## src/common/esr_defs.svh

```systemverilog
// Constants of the event status reporting block: bit positions,
// reset values, error classes and reply characters.
// Assumes inclusion by bare name from the design file only.
`ifndef ESR_DEFS_SVH
`define ESR_DEFS_SVH

// -----------------------------------------------------------------
// Event latch bit positions
// -----------------------------------------------------------------
`define ESR_BIT_OPC        0
`define ESR_BIT_QRY_ERR    2
`define ESR_BIT_DEV_ERR    3
`define ESR_BIT_EXE_ERR    4
`define ESR_BIT_CMD_ERR    5

// -----------------------------------------------------------------
// Status byte bit positions
// -----------------------------------------------------------------
`define STB_BIT_ERR_AVAIL  2
`define STB_BIT_QUES_SUM   3
`define STB_BIT_MSG_AVAIL  4
`define STB_BIT_EVENT_SUM  5
`define STB_BIT_OPER_SUM   7

// -----------------------------------------------------------------
// Questionable latch bits for supply errors
// -----------------------------------------------------------------
`define QUES_BIT_VOLT_ERR  0
`define QUES_BIT_CURR_ERR  1

// -----------------------------------------------------------------
// Reset values
// -----------------------------------------------------------------
`define ESE_RESET          8'h00
`define ESR_RESET          8'h00
`define LATCH_RESET        8'h00

// -----------------------------------------------------------------
// Error code classes (code divided by one hundred)
// -----------------------------------------------------------------
`define ERR_CLASS_CMD      4'h1
`define ERR_CLASS_EXE      4'h2
`define ERR_CLASS_DEV      4'h3
`define ERR_CLASS_QRY      4'h4

// -----------------------------------------------------------------
// Reply characters and lengths
// -----------------------------------------------------------------
`define CHR_COMMA          8'h2C
`define CHR_SLASH          8'h2F
`define CHR_SPACE          8'h20
`define CHR_LF             8'h0A
`define CHR_DIGIT_HI       4'h3
`define IDN_LEN            6'h2B

`endif

```

## src/common/esr_pkg.sv

```systemverilog
// Types of the event status reporting block.
// Assumes nothing of its surroundings.
package esr_pkg;

  typedef enum logic [1:0] {
    ESR_IDLE = 2'b01,
    ESR_SEND = 2'b10
  } esr_state_t;

  typedef enum logic [1:0] {
    ESR_KIND_DEC = 2'b01,
    ESR_KIND_IDN = 2'b10
  } esr_kind_t;

endpackage : esr_pkg

```

## src/verilog/esr_status.sv

```systemverilog
// Event status latch, enable mask, status byte, error queue and
// ASCII reply engine of a remotely programmed instrument.
// Assumes a command parser that gives one-cycle command pulses.
//
// Operation
// Clear-status empties the error queue.
// Clear-status drops pending completion tracking to the idle state.
// Clear-status zeroes event, operation, questionable latches; masks untouched.
// Enable mask takes any 0..255 value and resets to zero.
// Status byte bit 5 is OR of latch bits with mask bits set.
// Mask query returns the stored mask unchanged.
// Latch bits: 5 command, 4 execution, 3 device, 2 query, 0 complete.
// Latch query returns the latch value, then clears the latch.
// Error codes 1xx set the command error bit.
// Error codes 2xx set the execution error bit.
// Error codes 3xx set the device-dependent error bit.
// Voltage or current error sets questionable bit and device error bit.
// Error codes 4xx set the query error bit.
// Identity reply: maker, model rating date, serial, firmware, comma separated.
// Calibration date printed MM/DD/YYYY.
// Serial number printed as exactly six digits.
// Completion command clears bit 0; bit 0 sets once all work is idle.
// Integer replies go out as ASCII decimal text.
`timescale 1ns/1ps
`default_nettype none
`include "esr_defs.svh"

module esr_status #(
  parameter int          ERRQ_DEPTH  = 8,
  parameter logic [47:0] MAKER_NAME  = "VENDOR",   // Arbitrary value
  parameter logic [47:0] MODEL_NAME  = "MODEL1",   // Arbitrary value
  parameter logic [39:0] RATING_TEXT = "00-00",
  parameter logic [31:0] FW_TEXT     = "1.00",
  parameter logic [7:0]  CAL_MONTH   = 8'h01,
  parameter logic [7:0]  CAL_DAY     = 8'h01,
  parameter logic [15:0] CAL_YEAR    = 16'h2000,
  parameter logic [23:0] SERIAL_BCD  = 24'h000000
) (
  input  wire logic       i_clock,
  input  wire logic       i_reset,
  input  wire logic       i_cmd_clear_status,
  input  wire logic       i_cmd_mask_write,
  input  wire logic [7:0] i_mask_value,
  input  wire logic       i_qry_mask,
  input  wire logic       i_qry_latch,
  input  wire logic       i_cmd_op_complete,
  input  wire logic       i_qry_op_complete,
  input  wire logic       i_qry_identity,
  input  wire logic       i_ops_idle,
  input  wire logic       i_error_valid,
  input  wire logic [9:0] i_error_code,
  input  wire logic       i_error_pop,
  input  wire logic       i_volt_error,
  input  wire logic       i_curr_error,
  input  wire logic [7:0] i_ques_events,
  input  wire logic [7:0] i_ques_enable,
  input  wire logic [7:0] i_oper_events,
  input  wire logic [7:0] i_oper_enable,
  input  wire logic       i_reply_ready,
  output logic            o_reply_valid,
  output logic      [7:0] o_reply_data,
  output logic            o_busy,
  output logic      [7:0] o_status_byte,
  output logic      [7:0] o_event_latch,
  output logic      [7:0] o_event_mask,
  output logic      [9:0] o_error_code,
  output logic            o_error_avail
);

  // -----------------------------------------------------------------
  // Helpers
  // -----------------------------------------------------------------
  localparam int QW = $clog2(ERRQ_DEPTH);

  function automatic logic [7:0] bcd_chr(input logic [3:0] d);
    bcd_chr = {`CHR_DIGIT_HI, d};
  endfunction : bcd_chr

  // Leading zeros suppressed; terminator appended. Returns {len, chars}.
  function automatic logic [34:0] dec_text(input logic [7:0] v);
    logic [3:0] h;
    logic [3:0] t;
    logic [3:0] o;
    h = 4'(v / 8'd100);
    t = 4'((v / 8'd10) % 8'd10);
    o = 4'(v % 8'd10);
    if (v >= 8'd100) begin
      dec_text = {3'd4, bcd_chr(h), bcd_chr(t), bcd_chr(o), `CHR_LF};
    end else if (v >= 8'd10) begin
      dec_text = {3'd3, bcd_chr(t), bcd_chr(o), `CHR_LF, 8'h00};
    end else begin
      dec_text = {3'd2, bcd_chr(o), `CHR_LF, 16'h0000};
    end
  endfunction : dec_text

  function automatic logic [7:0] idn_chr(input logic [5:0] idx);
    int k;
    k = int'(idx);
    if (k <= 5) begin
      idn_chr = MAKER_NAME[8*(5-k) +: 8];
    end else if (k == 6 || k == 30 || k == 37) begin
      idn_chr = `CHR_COMMA;
    end else if (k <= 12) begin
      idn_chr = MODEL_NAME[8*(12-k) +: 8];
    end else if (k == 13 || k == 19) begin
      idn_chr = `CHR_SPACE;
    end else if (k <= 18) begin
      idn_chr = RATING_TEXT[8*(18-k) +: 8];
    end else if (k <= 21) begin
      idn_chr = bcd_chr(CAL_MONTH[4*(21-k) +: 4]);
    end else if (k == 22 || k == 25) begin
      idn_chr = `CHR_SLASH;
    end else if (k <= 24) begin
      idn_chr = bcd_chr(CAL_DAY[4*(24-k) +: 4]);
    end else if (k <= 29) begin
      idn_chr = bcd_chr(CAL_YEAR[4*(29-k) +: 4]);
    end else if (k <= 36) begin
      idn_chr = bcd_chr(SERIAL_BCD[4*(36-k) +: 4]);
    end else if (k <= 41) begin
      idn_chr = FW_TEXT[8*(41-k) +: 8];
    end else begin
      idn_chr = `CHR_LF;
    end
  endfunction : idn_chr

  // -----------------------------------------------------------------
  // State
  // -----------------------------------------------------------------
  esr_pkg::esr_state_t state,       next_state;
  esr_pkg::esr_kind_t  kind,        next_kind;
  logic [7:0]          mask,        next_mask;
  logic [7:0]          latch,       next_latch;
  logic [7:0]          ques_latch,  next_ques_latch;
  logic [7:0]          oper_latch,  next_oper_latch;
  logic                opc_pending, next_opc_pending;
  logic [5:0]          idx,         next_idx;
  logic [5:0]          len,         next_len;
  logic [31:0]         dec_buf,     next_dec_buf;
  logic                next_reply_valid;
  logic [7:0]          next_reply_data;
  logic [7:0]          next_status_byte;
  logic [9:0]          next_error_code;
  logic [QW-1:0]       wptr,        next_wptr;
  logic [QW-1:0]       rptr,        next_rptr;
  logic [QW:0]         count,       next_count;
  logic [9:0]          queue [ERRQ_DEPTH];
  logic                push;

  // -----------------------------------------------------------------
  // Next-state logic
  // -----------------------------------------------------------------
  always_comb begin
    logic [7:0]  ev;
    logic [3:0]  ecls;
    logic [34:0] dt;
    logic        start;
    logic [7:0]  reply_val;
    ev               = 8'h00;
    ecls             = 4'(i_error_code / 10'd100);
    dt               = 35'h0;
    start            = 1'b0;
    reply_val        = 8'h00;
    next_state       = state;
    next_kind        = kind;
    next_mask        = mask;
    next_ques_latch  = ques_latch;
    next_oper_latch  = oper_latch;
    next_opc_pending = opc_pending;
    next_idx         = idx;
    next_len         = len;
    next_dec_buf     = dec_buf;
    next_reply_valid = o_reply_valid;
    next_reply_data  = o_reply_data;
    next_latch       = latch;
    next_wptr        = wptr;
    next_rptr        = rptr;
    next_count       = count;
    push             = 1'b0;

    // Events caught this cycle
    if (i_error_valid) begin
      if (ecls == `ERR_CLASS_CMD) ev[`ESR_BIT_CMD_ERR] = 1'b1;
      if (ecls == `ERR_CLASS_EXE) ev[`ESR_BIT_EXE_ERR] = 1'b1;
      if (ecls == `ERR_CLASS_DEV) ev[`ESR_BIT_DEV_ERR] = 1'b1;
      if (ecls == `ERR_CLASS_QRY) ev[`ESR_BIT_QRY_ERR] = 1'b1;
    end
    if (i_volt_error || i_curr_error) begin
      ev[`ESR_BIT_DEV_ERR] = 1'b1;
    end
    if (opc_pending && i_ops_idle && !i_cmd_op_complete && !i_cmd_clear_status) begin
      ev[`ESR_BIT_OPC] = 1'b1;
      next_opc_pending = 1'b0;
    end

    // Query decode, only while no reply is going out
    if (state == esr_pkg::ESR_IDLE) begin
      if (i_qry_latch) begin
        start      = 1'b1;
        reply_val  = latch;
        next_latch = `ESR_RESET;
      end else if (i_qry_mask) begin
        start     = 1'b1;
        reply_val = mask;
      end else if (i_qry_op_complete) begin
        start     = 1'b1;
        reply_val = {7'h00, !opc_pending};
      end else if (i_qry_identity) begin
        next_state       = esr_pkg::ESR_SEND;
        next_kind        = esr_pkg::ESR_KIND_IDN;
        next_len         = `IDN_LEN;
        next_reply_data  = idn_chr(6'h00);
        next_reply_valid = 1'b1;
        next_idx         = 6'h01;
      end
      if (start) begin
        dt               = dec_text(reply_val);
        next_state       = esr_pkg::ESR_SEND;
        next_kind        = esr_pkg::ESR_KIND_DEC;
        next_len         = {3'b000, dt[34:32]};
        next_dec_buf     = {dt[23:0], 8'h00};
        next_reply_data  = dt[31:24];
        next_reply_valid = 1'b1;
        next_idx         = 6'h01;
      end
    end else if (o_reply_valid && i_reply_ready) begin
      if (idx == len) begin
        next_reply_valid = 1'b0;
        next_state       = esr_pkg::ESR_IDLE;
      end else begin
        next_idx = idx + 6'h01;
        if (kind == esr_pkg::ESR_KIND_IDN) begin
          next_reply_data = idn_chr(idx);
        end else begin
          next_reply_data = dec_buf[31:24];
          next_dec_buf    = {dec_buf[23:0], 8'h00};
        end
      end
    end

    if (i_cmd_mask_write) begin
      next_mask = i_mask_value;
    end
    if (i_cmd_op_complete) begin
      next_latch[`ESR_BIT_OPC] = 1'b0;
      next_opc_pending         = 1'b1;
    end
    if (i_cmd_clear_status) begin
      next_latch       = `ESR_RESET;
      next_ques_latch  = `LATCH_RESET;
      next_oper_latch  = `LATCH_RESET;
      next_opc_pending = 1'b0;
      next_count       = '0;
      next_rptr        = wptr;
    end

    // Setting wins over every clear in the same cycle, except on bit 0, where clear-status and the completion command win
    next_latch      = next_latch | ev;
    next_oper_latch = next_oper_latch | i_oper_events;
    next_ques_latch = next_ques_latch | i_ques_events;
    next_ques_latch[`QUES_BIT_VOLT_ERR] = next_ques_latch[`QUES_BIT_VOLT_ERR] | i_volt_error;
    next_ques_latch[`QUES_BIT_CURR_ERR] = next_ques_latch[`QUES_BIT_CURR_ERR] | i_curr_error;

    // Error queue; a full queue drops the newest code
    if (i_error_pop && count != '0 && !i_cmd_clear_status) begin
      next_rptr  = rptr + 1'b1;
      next_count = next_count - 1'b1;
    end
    if (i_error_valid && next_count != (QW+1)'(ERRQ_DEPTH)) begin
      push       = 1'b1;
      next_wptr  = wptr + 1'b1;
      next_count = next_count + 1'b1;
    end

    next_status_byte = 8'h00;
    next_status_byte[`STB_BIT_ERR_AVAIL] = next_count != '0;
    next_status_byte[`STB_BIT_QUES_SUM]  = |(next_ques_latch & i_ques_enable);
    next_status_byte[`STB_BIT_MSG_AVAIL] = next_reply_valid;
    next_status_byte[`STB_BIT_EVENT_SUM] = |(next_latch & next_mask);
    next_status_byte[`STB_BIT_OPER_SUM]  = |(next_oper_latch & i_oper_enable);
    // Head shown at once, even when written this cycle; empty shows zero
    next_error_code = (next_count == '0) ? 10'h000 :
                      (push && next_rptr == wptr) ? i_error_code : queue[next_rptr];
  end

  // -----------------------------------------------------------------
  // Registers
  // -----------------------------------------------------------------
  always_ff @(posedge i_clock or posedge i_reset) begin
    if (i_reset) begin
      state         <= esr_pkg::ESR_IDLE;
      kind          <= esr_pkg::ESR_KIND_DEC;
      mask          <= `ESE_RESET;
      latch         <= `ESR_RESET;
      ques_latch    <= `LATCH_RESET;
      oper_latch    <= `LATCH_RESET;
      opc_pending   <= 1'b0;
      idx           <= 6'h00;
      len           <= 6'h00;
      dec_buf       <= 32'h00000000;
      o_reply_valid <= 1'b0;
      o_reply_data  <= 8'h00;
      o_status_byte <= 8'h00;
      wptr          <= '0;
      rptr          <= '0;
      count         <= '0;
      o_error_code  <= 10'h000;
    end else begin
      state         <= next_state;
      kind          <= next_kind;
      mask          <= next_mask;
      latch         <= next_latch;
      ques_latch    <= next_ques_latch;
      oper_latch    <= next_oper_latch;
      opc_pending   <= next_opc_pending;
      idx           <= next_idx;
      len           <= next_len;
      dec_buf       <= next_dec_buf;
      o_reply_valid <= next_reply_valid;
      o_reply_data  <= next_reply_data;
      o_status_byte <= next_status_byte;
      wptr          <= next_wptr;
      rptr          <= next_rptr;
      count         <= next_count;
      o_error_code  <= next_error_code;
    end
  end

  // Queue storage needs no reset; unread slots are never shown valid
  always_ff @(posedge i_clock) begin
    if (push) begin
      queue[wptr] <= i_error_code;
    end
  end

  assign o_busy        = (state == esr_pkg::ESR_SEND);
  assign o_event_latch = latch;
  assign o_event_mask  = mask;
  assign o_error_avail = (count != '0);

endmodule : esr_status

`default_nettype wire

```

## config.mk

```make
export PLATFORM = sky130hd
export DESIGN_NAME = esr_status
export DESIGN_NICKNAME = d
export VERILOG_FILES = /design/src/common/esr_pkg.sv /design/src/verilog/esr_status.sv
export VERILOG_INCLUDE_DIRS = /design/src /design/src/common
export SDC_FILE = /design/constraint.sdc
export NUM_CORES = 1
export LEC_CHECK = 0
export ABC_AREA = 1
export BUFFER_PORTS_ARGS = -buffer_cell sky130_fd_sc_hd__buf_4
export CAP_MARGIN = 30
export CORE_MARGIN = 5
export CORE_UTILIZATION = 59
export DETAILED_ROUTE_END_ITERATION = 8
export PLACE_DENSITY = 0.8
export SLEW_MARGIN = 20
export SYNTH_ARGS = -nofsm -noshare
export SYNTH_HDL_FRONTEND = slang
export SYNTH_SLANG_ARGS = --single-unit
```

## constraint.sdc

```tcl
create_clock -name i_clock -period 5.04 [get_ports i_clock]
set_input_delay 1.008 -clock i_clock [delete_from_list [all_inputs] [get_ports i_clock]]
set_output_delay 1.008 -clock i_clock [all_outputs]
set_load 0.02 [all_outputs]
```

==> results of run 1 <==
-- sequential cells by signal (all words and copies together), names as in the netlist, 5 cells and up --
name,count
queue,80
dec_buf,10
o_error_code,10
o_event_latch,8
o_event_mask,8
oper_latch,8
ques_latch,8
o_reply_data,7
idx,6
o_status_byte,5
-- area by class of cell --
class / count / area [um^2] / area share [%]
inverter: 135 / 513 / 4.48
timing repair buffer: 133 / 1010 / 8.87
clock inverter: 14 / 184 / 1.61
clock buffer: 18 / 429 / 3.75
multi-input combinational: 820 / 4420 / 38.7
sequential: 168 / 4610 / 40.3
tap: 216 / 270 / 2.36
-- cell families after synthesis --
logic type | count (synthesis) | synth area share [%]
and+or+nand+nor | 577 | 26.9
muxes | 8 | 0.919
other | 1 | 0.0388
buffers and inverters | 169 | 6.94
xor gates and xnor gates | 24 | 2.18
AOI/OAI and AO/OA | 181 | 12.0
DFF | 168 | 47.7
adders and majority gates | 26 | 3.37
-- how the worst min path moves through the flow --
stage	endpoint	slack, ns	depth (start not counted)
after floorplan	oper_latch[4]$_DFF_PP0_	0.44	2
after global placement	kind[0]$_DFFE_PP1P_	0.45	2
after detailed placement	oper_latch[4]$_DFF_PP0_	0.46	2
after CTS	dec_buf[21]$_DFFE_PP0P_	0.48	2
after global routing	oper_latch[4]$_DFF_PP0_	0.48	2
final	dec_buf[21]$_DFFE_PP0P_	0.47	2
-- placed cells by master (no fill, tap or decap), drive strengths merged, types with 5 or more instances in the layout --
| cell | instances |
|---|---|
| a221oi | 8 |
| nand4 | 16 |
| xor2 | 20 |
| a21o | 12 |
| edfxtp | 80 |
| ha | 26 |
| clkinv | 12 |
| a22o | 6 |
| mux2 | 7 |
| nor2 | 106 |
| o21ai | 51 |
| nand3 | 96 |
| nand2 | 335 |
| nor3 | 22 |
| a21oi | 36 |
| clkbuf | 18 |
| inv | 135 |
| buf | 133 |
| dfrtp | 86 |
| a31oi | 26 |
| a211oi | 11 |
| a22oi | 5 |
-- per-layer routing --
metal	share of wire (%)	up-vias	global-route usage [%]
li1	-	4115	-
met1	42	3985	34.1
met2	50	296	44.5
met5	0	-	0
met4	2.4	0	7.30
met3	5.8	44	5.52
-- per-stage QoR --
stage	total power, mW	TNS, ns
finish	5.93	0
global route	6.33	-0.0472
CTS	5.90	0
detailed placement	4.56	-0.426
global placement	4.50	0
floorplan	3.78	0
-- where the power goes --
part           internal [mW]  leakage [nW]  switching, mW
logic                  0.936          3.27           1.79
clock network          0.714         0.295          0.599
registers               1.72          1.78          0.174
-- worst reg2reg max path, delay by kind of cell (launching register included) --
kind                     cells  cell delay (ns)
adder cells (fa/ha/maj)      3             0.56
buffers and inverters        7             0.51
AO/OA/AOI/OAI                2             0.12
AND/OR/NAND/NOR             29             2.57
flip-flops                   1             0.44
-- timing repair --
action	CTS	global route
buffers inserted	0	3
resized for setup	0	7
setup endpoints to repair	0	6
==> impl_metrics.json, run 1 <==
{
  "crit_cells": 43,
  "cts_max_level": 4,
  "drtPass1Iterations": 5,
  "antenna_cells": 0,
  "synthTopCellsByArea": "edfxtp_1, dfrtp_1, nand2_1, nand3_1, inv_1",
  "path_delay_family": "simple AND/OR/NAND/NOR gates",
  "finalNonFillerCells": 1504,
  "synthFlopType": "dfrtp_1",
  "synth_commonest_cells": "nand2_1, inv_1, nor2_1",
  "cts_hold_buf": 0,
  "dp.cells": 1467,
  "dpl.hpwl_um": 17300,
  "min_path_type": "reg2reg",
  "dpl-instance-area_um2": 10800,
  "fin_crit_sh_pct": 92.6,
  "cap_violations": 0,
  "cp-start-kind": "input pin",
  "syn-mean-instance-area_um2": 8.37,
  "ys_seq_area_share_pct": 47.7,
  "crit_start": "i_qry_mask",
  "drc": 0,
  "via_per_inst": 5.61,
  "arrival_ns": 4.98,
  "via_count": 8440,
  "setup_ws_ns": 0.374,
  "synth.most_common_cell": "nand2_1",
  "reg2reg_to": "dec_buf[27]$_DFFE_PP0P_",
  "synth_top_cell_area_share_pct": 24.9,
  "drv_slew": 0,
  "ys_warn_count": 0,
  "synthCells": 1154,
  "worst_pin_slew_ns": 0.881,
  "hold_slack_ns": 0.473,
  "p_per_area_nw_per_um2": 518,
  "cp.required_ns": 5.36,
  "cts_num_sinks": 168,
  "place_ws_ns": -0.117,
  "critPathKind": "in2reg",
  "endpoint_kind": "flop",
  "hold_viol_final": 0,
  "synth-edff-count": 80,
  "synthArstFlopShare_pct": 52.4,
  "coreArea_um2": 16000,
  "start_util_pct": 60.4,
  "wl_per_cell_um": 16.1,
  "slew_headroom_pct": 41.1,
  "grt_overflow": 0,
  "endpoint": "dec_buf[27]$_DFFE_PP0P_",
  "portBuffers": 105,
  "clkTransAtPathRegs_ns": 0.07,
  "fp.dieArea_um2": 19000,
  "route.final.wire_length_um": 24200,
  "design_area_um2": 11400,
  "synth_cell_type_count": 60,
  "min_from": "dec_buf[21]$_DFFE_PP0P_",
  "grt_max_degree": 49,
  "antenna_found_initial": 0,
  "cp_num_buf_inv": 9,
  "ir_drop_mv": 0.313,
  "yosys.area.top_type": "edfxtp_1",
  "nets": 1366,
  "setup-violations-final": 0,
  "fin_crit_ns": 4.67,
  "leakagePower_nw": 5.34,
  "final_antenna_net_count": 0,
  "die_y_um": 138,
  "r2r-start": "o_event_latch[3]$_DFF_PP0_",
  "grt_pass1_vias": 8116,
  "io-pin-count": 110,
  "skew_ns": 0.0116,
  "fmax_ghz": 0.214,
  "status": "complete, no violations",
  "finalCoreUtilization_pct": 71.5,
  "n_fill_cell": 1257,
  "grt_use_total_pct": 26.2,
  "fp-row-count": 46,
  "die_w_um": 138,
  "cts_tree": "yes",
  "crit_fanout": 9,
  "cts_root_buf": "clkbuf_16",
  "gp_congestion": 0.941,
  "rrSetupSlack_ns": 0.73,
  "grt_pass1_wl_um": 39200,
  "clockBufferDepth": 2,
  "syn_to_final_growth_pct": 18.4,
  "syn_area_um2": 9660,
  "worstRegToRegCells": 41,
  "cp_slowest_stage_delay_ns": 0.21,
  "layout-drive-gt1-share_pct": 19.1,
  "clk_latency_ns": 0.43,
  "drtIter0Drc": 739,
  "cts_buffers": 17,
  "ys_ff_latch": 168,
  "cp_slowest_cell": "ha_1"
}
No activity file was read; power rests on OpenSTA's default activity.
==> inputs of run 2 (changes only) <==
==> constraint.sdc (replaced) <==
create_clock -name i_clock -period 5.2 [get_ports i_clock]
set_input_delay 1.04 -clock i_clock [delete_from_list [all_inputs] [get_ports i_clock]]
set_output_delay 1.04 -clock i_clock [all_outputs]
set_load 0.02 [all_outputs]
==> impl_metrics.json, run 2 (same netlist as run 1, synthesis figures left out) <==
{
  "top_regs": "queue (80), dec_buf (10), o_error_code (10)",
  "gp_congestion": 0.950,
  "n_fill_cell": 1271,
  "setup-violations-final": 0,
  "die_w_um": 138,
  "critPathKind": "in2reg",
  "slew_headroom_pct": 38.6,
  "p_per_area_nw_per_um2": 501,
  "arrival_ns": 5.13,
  "grt_pass1_vias": 8006,
  "via_per_inst": 5.62,
  "top_register": "queue",
  "dpl-instance-area_um2": 10700,
  "coreArea_um2": 16000,
  "fp.dieArea_um2": 19000,
  "status": "complete, no violations",
  "cts_max_level": 4,
  "cp_num_buf_inv": 8,
  "met2_usage_pct": 43.0,
  "grt_overflow": 0,
  "whs_endpoint": "kind[0]$_DFFE_PP1P_",
  "clk_latency_ns": 0.43,
  "grt_max_degree": 46,
  "fin_crit_ns": 4.82,
  "clkTransAtPathRegs_ns": 0.07,
  "hold_slack_ns": 0.473,
  "dpl.hpwl_um": 17100,
  "gr-usage-met3_pct": 4.90,
  "worst_pin_slew_ns": 0.917,
  "fin_crit_sh_pct": 92.6,
  "r2r-start": "o_event_latch[3]$_DFF_PP0_",
  "syn_to_final_growth_pct": 18.2,
  "layout_common_cells": "nand2_1, buf_4, inv_1",
  "antenna_found_initial": 0,
  "path_delay_family": "simple AND/OR/NAND/NOR gates",
  "wl_per_cell_um": 15.6,
  "cts_buffers": 17,
  "clockBufferDepth": 2,
  "drtPass1Iterations": 5,
  "grt_busiest_layer": "met2",
  "cp-start-kind": "input pin",
  "cts_root_buf": "clkbuf_16",
  "fp-row-count": 46,
  "final_antenna_net_count": 0,
  "cts_num_sinks": 168,
  "start_util_pct": 60.4,
  "drtIter0Drc": 822,
  "worstRegToRegCells": 38,
  "grt_use_total_pct": 25.3,
  "skew_ns": 0.0118,
  "hold_viol_final": 0,
  "reg2reg_to": "o_reply_data[3]$_DFFE_PP0P_",
  "cp_slowest_stage_delay_ns": 0.20,
  "rrSetupSlack_ns": 0.73,
  "mostFrequentLayoutCell": "nand2_1",
  "ir_drop_mv": 0.364,
  "via_count": 8441,
  "route.final.wire_length_um": 23500,
  "drc": 0,
  "crit_fanout": 13,
  "nets": 1365,
  "cp_slowest_cell": "o21ai_4",
  "design_area_um2": 11400,
  "largest_register_ff_count": 80,
  "portBuffers": 105,
  "use_met1_pct": 34.0,
  "rsz0062_at_grt": "no",
  "cap_violations": 0,
  "grt_pass1_wl_um": 38300,
  "place_ws_ns": -0.0981,
  "tns_ns": 0,
  "endpoint_kind": "flop",
  "min_path_type": "reg2reg",
  "antenna_cells": 0,
  "crit_start": "i_qry_latch",
  "die_y_um": 138,
  "fmax_ghz": 0.208,
  "io-pin-count": 110,
  "drv_slew": 0,
  "power.total_mw": 5.72,
  "cpMostUsedCell": "nand2_1",
  "cp.required_ns": 5.51,
  "min_path_cells": 2,
  "cts_tree": "yes",
  "leakagePower_nw": 5.34,
  "layout-drive-gt1-share_pct": 19.2,
  "setup_ws_ns": 0.384,
  "min_from": "kind[0]$_DFFE_PP1P_"
}
[run 2: area by class of cell]
cell class                      count  area [um^2]  share of cell area [%]
Multi-Input combinational cell    820         4420                    38.7
Tap cell                          216          270                    2.37
Sequential cell                   168         4610                    40.3
Timing Repair Buffer              132          991                    8.68
Clock buffer                       18          439                    3.84
Inverter                          135          513                    4.49
Clock inverter                     14          180                    1.58
[run 2: worst min-delay path, stage by stage, from the launching register on]
cell	delay, ns
dfstp_2	0.37
nand2_1	0.05
nand2_1	0.05
[run 2: worst max-delay path by stage]
stage	endpoint	slack, ns	depth (start not counted)
2_1_floorplan	o_reply_data[3]$_DFFE_PP0P_	0.18	39
3_3_place_gp	o_reply_data[3]$_DFFE_PP0P_	0.12	40
3_5_place_dp	o_reply_data[3]$_DFFE_PP0P_	-0.1	40
4_1_cts	o_reply_data[3]$_DFFE_PP0P_	0.35	40
5_1_grt	o_reply_data[3]$_DFFE_PP0P_	0.008	39
6_report	o_reply_data[3]$_DFFE_PP0P_	0.38	39
[run 2: per-layer routing]
layer,up-vias,routed length (um)
li1,4114,-
met1,3968,9750
met2,325,11900
met3,34,1580
met4,0,267
met5,-,0
[run 2: repair_timing]
action / CTS / global route
buffers inserted: 0 / 6
hold buffers: 0 / 0
endpoints found under the setup margin: 0 / 5
resized for setup: 0 / 8
[run 2: stage by stage]
step | std cells | utilization [%]
3_3_place_gp | 1462 | 67.0
3_5_place_dp | 1462 | 67.0
5_1_grt | 1503 | 71.4
6_report | 1503 | 71.4
2_1_floorplan | 1157 | -
4_1_cts | 1494 | 70.8
[run 2: report_power, final]
group / total [mW] / internal (mW) / switching [mW] / leakage (nW)
clock network: 1.28 / 0.704 / 0.578 / 0.304
logic: 2.61 / 0.906 / 1.70 / 3.26
registers: 1.83 / 1.67 / 0.163 / 1.78
total: 5.72 / 3.27 / 2.45 / 5.34
==> inputs of run 3 (changes only) <==
--- a/config.mk
+++ b/config.mk
@@ -12,7 +12,7 @@
 export CORE_MARGIN = 5
 export CORE_UTILIZATION = 59
 export DETAILED_ROUTE_END_ITERATION = 8
-export PLACE_DENSITY = 0.8
+export PLACE_DENSITY = 0.77
 export SLEW_MARGIN = 20
 export SYNTH_ARGS = -nofsm -noshare
 export SYNTH_HDL_FRONTEND = slang
==> impl_metrics.json, run 3 (same netlist as run 1, synthesis figures left out) <==
{
  "slew_headroom_pct": 47.4,
  "largest_register_ff_count": 80,
  "setup-violations-final": 0,
  "nets": 1365,
  "mostFrequentLayoutCell": "nand2_1",
  "cts_hold_buf": 0,
  "drtPass1Iterations": 5,
  "final_antenna_net_count": 0,
  "clkTransAtPathRegs_ns": 0.07,
  "n_fill_cell": 1278,
  "cp-start-kind": "input pin",
  "critPathKind": "in2reg",
  "via_per_inst": 5.49,
  "cp.required_ns": 5.52,
  "wl_per_cell_um": 15.5,
  "fin_crit_ns": 4.80,
  "clk_latency_ns": 0.43,
  "coreArea_um2": 16000,
  "skew_ns": 0.0120,
  "die_w_um": 138,
  "io-pin-count": 110,
  "cts_num_sinks": 168,
  "met2_usage_pct": 41.4,
  "grt_max_degree": 56,
  "gp_congestion": 0.948,
  "dpl.hpwl_um": 16800,
  "antenna_cells": 0,
  "die_y_um": 138,
  "grt_pass1_vias": 7616,
  "min_path_cells": 2,
  "fin_crit_sh_pct": 92.3,
  "drtIter0Drc": 702,
  "endpoint_kind": "flop",
  "use_met1_pct": 34.0,
  "gr-usage-met3_pct": 4.79,
  "p_per_area_nw_per_um2": 496,
  "layout_common_cells": "nand2_1, buf_4, inv_1",
  "whs_endpoint": "kind[0]$_DFFE_PP1P_",
  "cts_max_level": 4,
  "grt_pass1_wl_um": 37100,
  "worstRegToRegCells": 36,
  "cpMostUsedCell": "nand2_2",
  "clockBufferDepth": 2,
  "cts_root_buf": "clkbuf_16",
  "power.total_mw": 5.66,
  "layout-drive-gt1-share_pct": 19.1,
  "min_path_type": "reg2reg",
  "leakagePower_nw": 5.33,
  "dpl-instance-area_um2": 10700,
  "via_count": 8252,
  "ir_drop_mv": 0.307,
  "fmax_ghz": 0.208,
  "cap_violations": 0,
  "cts_buffers": 17,
  "grt_busiest_layer": "met2",
  "drv_slew": 0,
  "fp-row-count": 46,
  "antenna_found_initial": 0,
  "rrSetupSlack_ns": 0.78,
  "tns_ns": 0,
  "reg2reg_to": "o_reply_data[3]$_DFFE_PP0P_",
  "portBuffers": 105,
  "top_regs": "queue (80), dec_buf (10), o_error_code (10)",
  "top_register": "queue",
  "drc": 0,
  "path_delay_family": "simple AND/OR/NAND/NOR gates",
  "fp.dieArea_um2": 19000,
  "min_from": "kind[0]$_DFFE_PP1P_",
  "design_area_um2": 11400,
  "status": "complete, no violations",
  "hold_viol_final": 0,
  "start_util_pct": 60.4,
  "r2r-start": "o_event_latch[5]$_DFF_PP0_",
  "cts_tree": "yes",
  "syn_to_final_growth_pct": 18.1,
  "cp_slowest_stage_delay_ns": 0.21,
  "route.final.wire_length_um": 23300,
  "grt_overflow": 0,
  "arrival_ns": 5.12,
  "worst_pin_slew_ns": 0.788,
  "cp_slowest_cell": "ha_1",
  "crit_fanout": 13,
  "cp_num_buf_inv": 7,
  "grt_use_total_pct": 24.7
}
-- run 3: cell types whose count changed in the layout (fill, tap and decap cells not counted), moves of 2 or more --
| cell | change |
|---|---|
| inv_2 | -3 |
| clkinv_8 | -2 |
| inv_1 | +3 |
| inv_8 | +2 |
| nand2_2 | +2 |
| nand3_1 | -2 |
-- run 3: power by group --
| group | internal (mW) | switching (mW) | total (mW) |
|---|---|---|---|
| combinational | 0.900 | 1.71 | 2.61 |
| clock | 0.641 | 0.581 | 1.22 |
| sequential | 1.66 | 0.164 | 1.83 |
| total | 3.21 | 2.45 | 5.66 |
-- run 3: worst reg2reg max path: cells and delay by family (launching register included) --
| kind | cells | cell delay, ns |
|---|---|---|
| adder cells (fa/ha/maj) | 3 | 0.68 |
| buffers and inverters | 7 | 0.63 |
| AO/OA/AOI/OAI | 2 | 0.26 |
| AND/OR/NAND/NOR | 24 | 2.35 |
| flip-flops | 1 | 0.39 |
-- run 3: metal layers --
layer  part of all wire [%]  up-vias  routed length (um)
met4                   0.80        0                 187
met3                    5.9       24                1370
met1                     44     3867               10200
li1                       -     4113                   -
met2                     50      248               11600
met5                      0        -                   0
-- run 3: worst max-delay path by stage --
stage | start | endpoint | slack, ns | depth (start not counted)
after floorplan | i_qry_mask | o_reply_data[3]$_DFFE_PP0P_ | 0.18 | 39
after global placement | i_qry_latch | o_reply_data[1]$_DFFE_PP0P_ | 0.11 | 39
after detailed placement | i_qry_latch | dec_buf[27]$_DFFE_PP0P_ | -0.07 | 40
after CTS | i_qry_latch | dec_buf[27]$_DFFE_PP0P_ | 0.37 | 40
after global routing | i_qry_latch | dec_buf[27]$_DFFE_PP0P_ | -0.05 | 40
final | i_qry_latch | o_reply_data[3]$_DFFE_PP0P_ | 0.40 | 40
-- run 3: what timing repair did --
item	4_1_cts	5_1_grt
setup buffers	0	5
setup endpoints to repair	0	6
resized for setup	0	9
-- run 3: stage by stage --
stage	cells	util (%)	hold WS, ns	setup slack (ns)
after floorplan	1157	-	0.438	0.179
after global placement	1465	67.1	0.455	0.110
after detailed placement	1465	67.1	0.459	-0.0733
after CTS	1497	70.7	0.469	0.373
after global routing	1503	71.3	0.497	-0.0481
final	1503	71.3	0.468	0.403
-- run 3: layout make-up --
cell class / instances / area, um^2 / area share [%]
clock buffer: 18 / 429 / 3.76
inverter: 135 / 513 / 4.49
clock inverter: 14 / 150 / 1.32
timing repair buffer: 132 / 1000 / 8.79
multi-input combinational: 820 / 4440 / 38.9
tap: 216 / 270 / 2.37
sequential: 168 / 4610 / 40.4
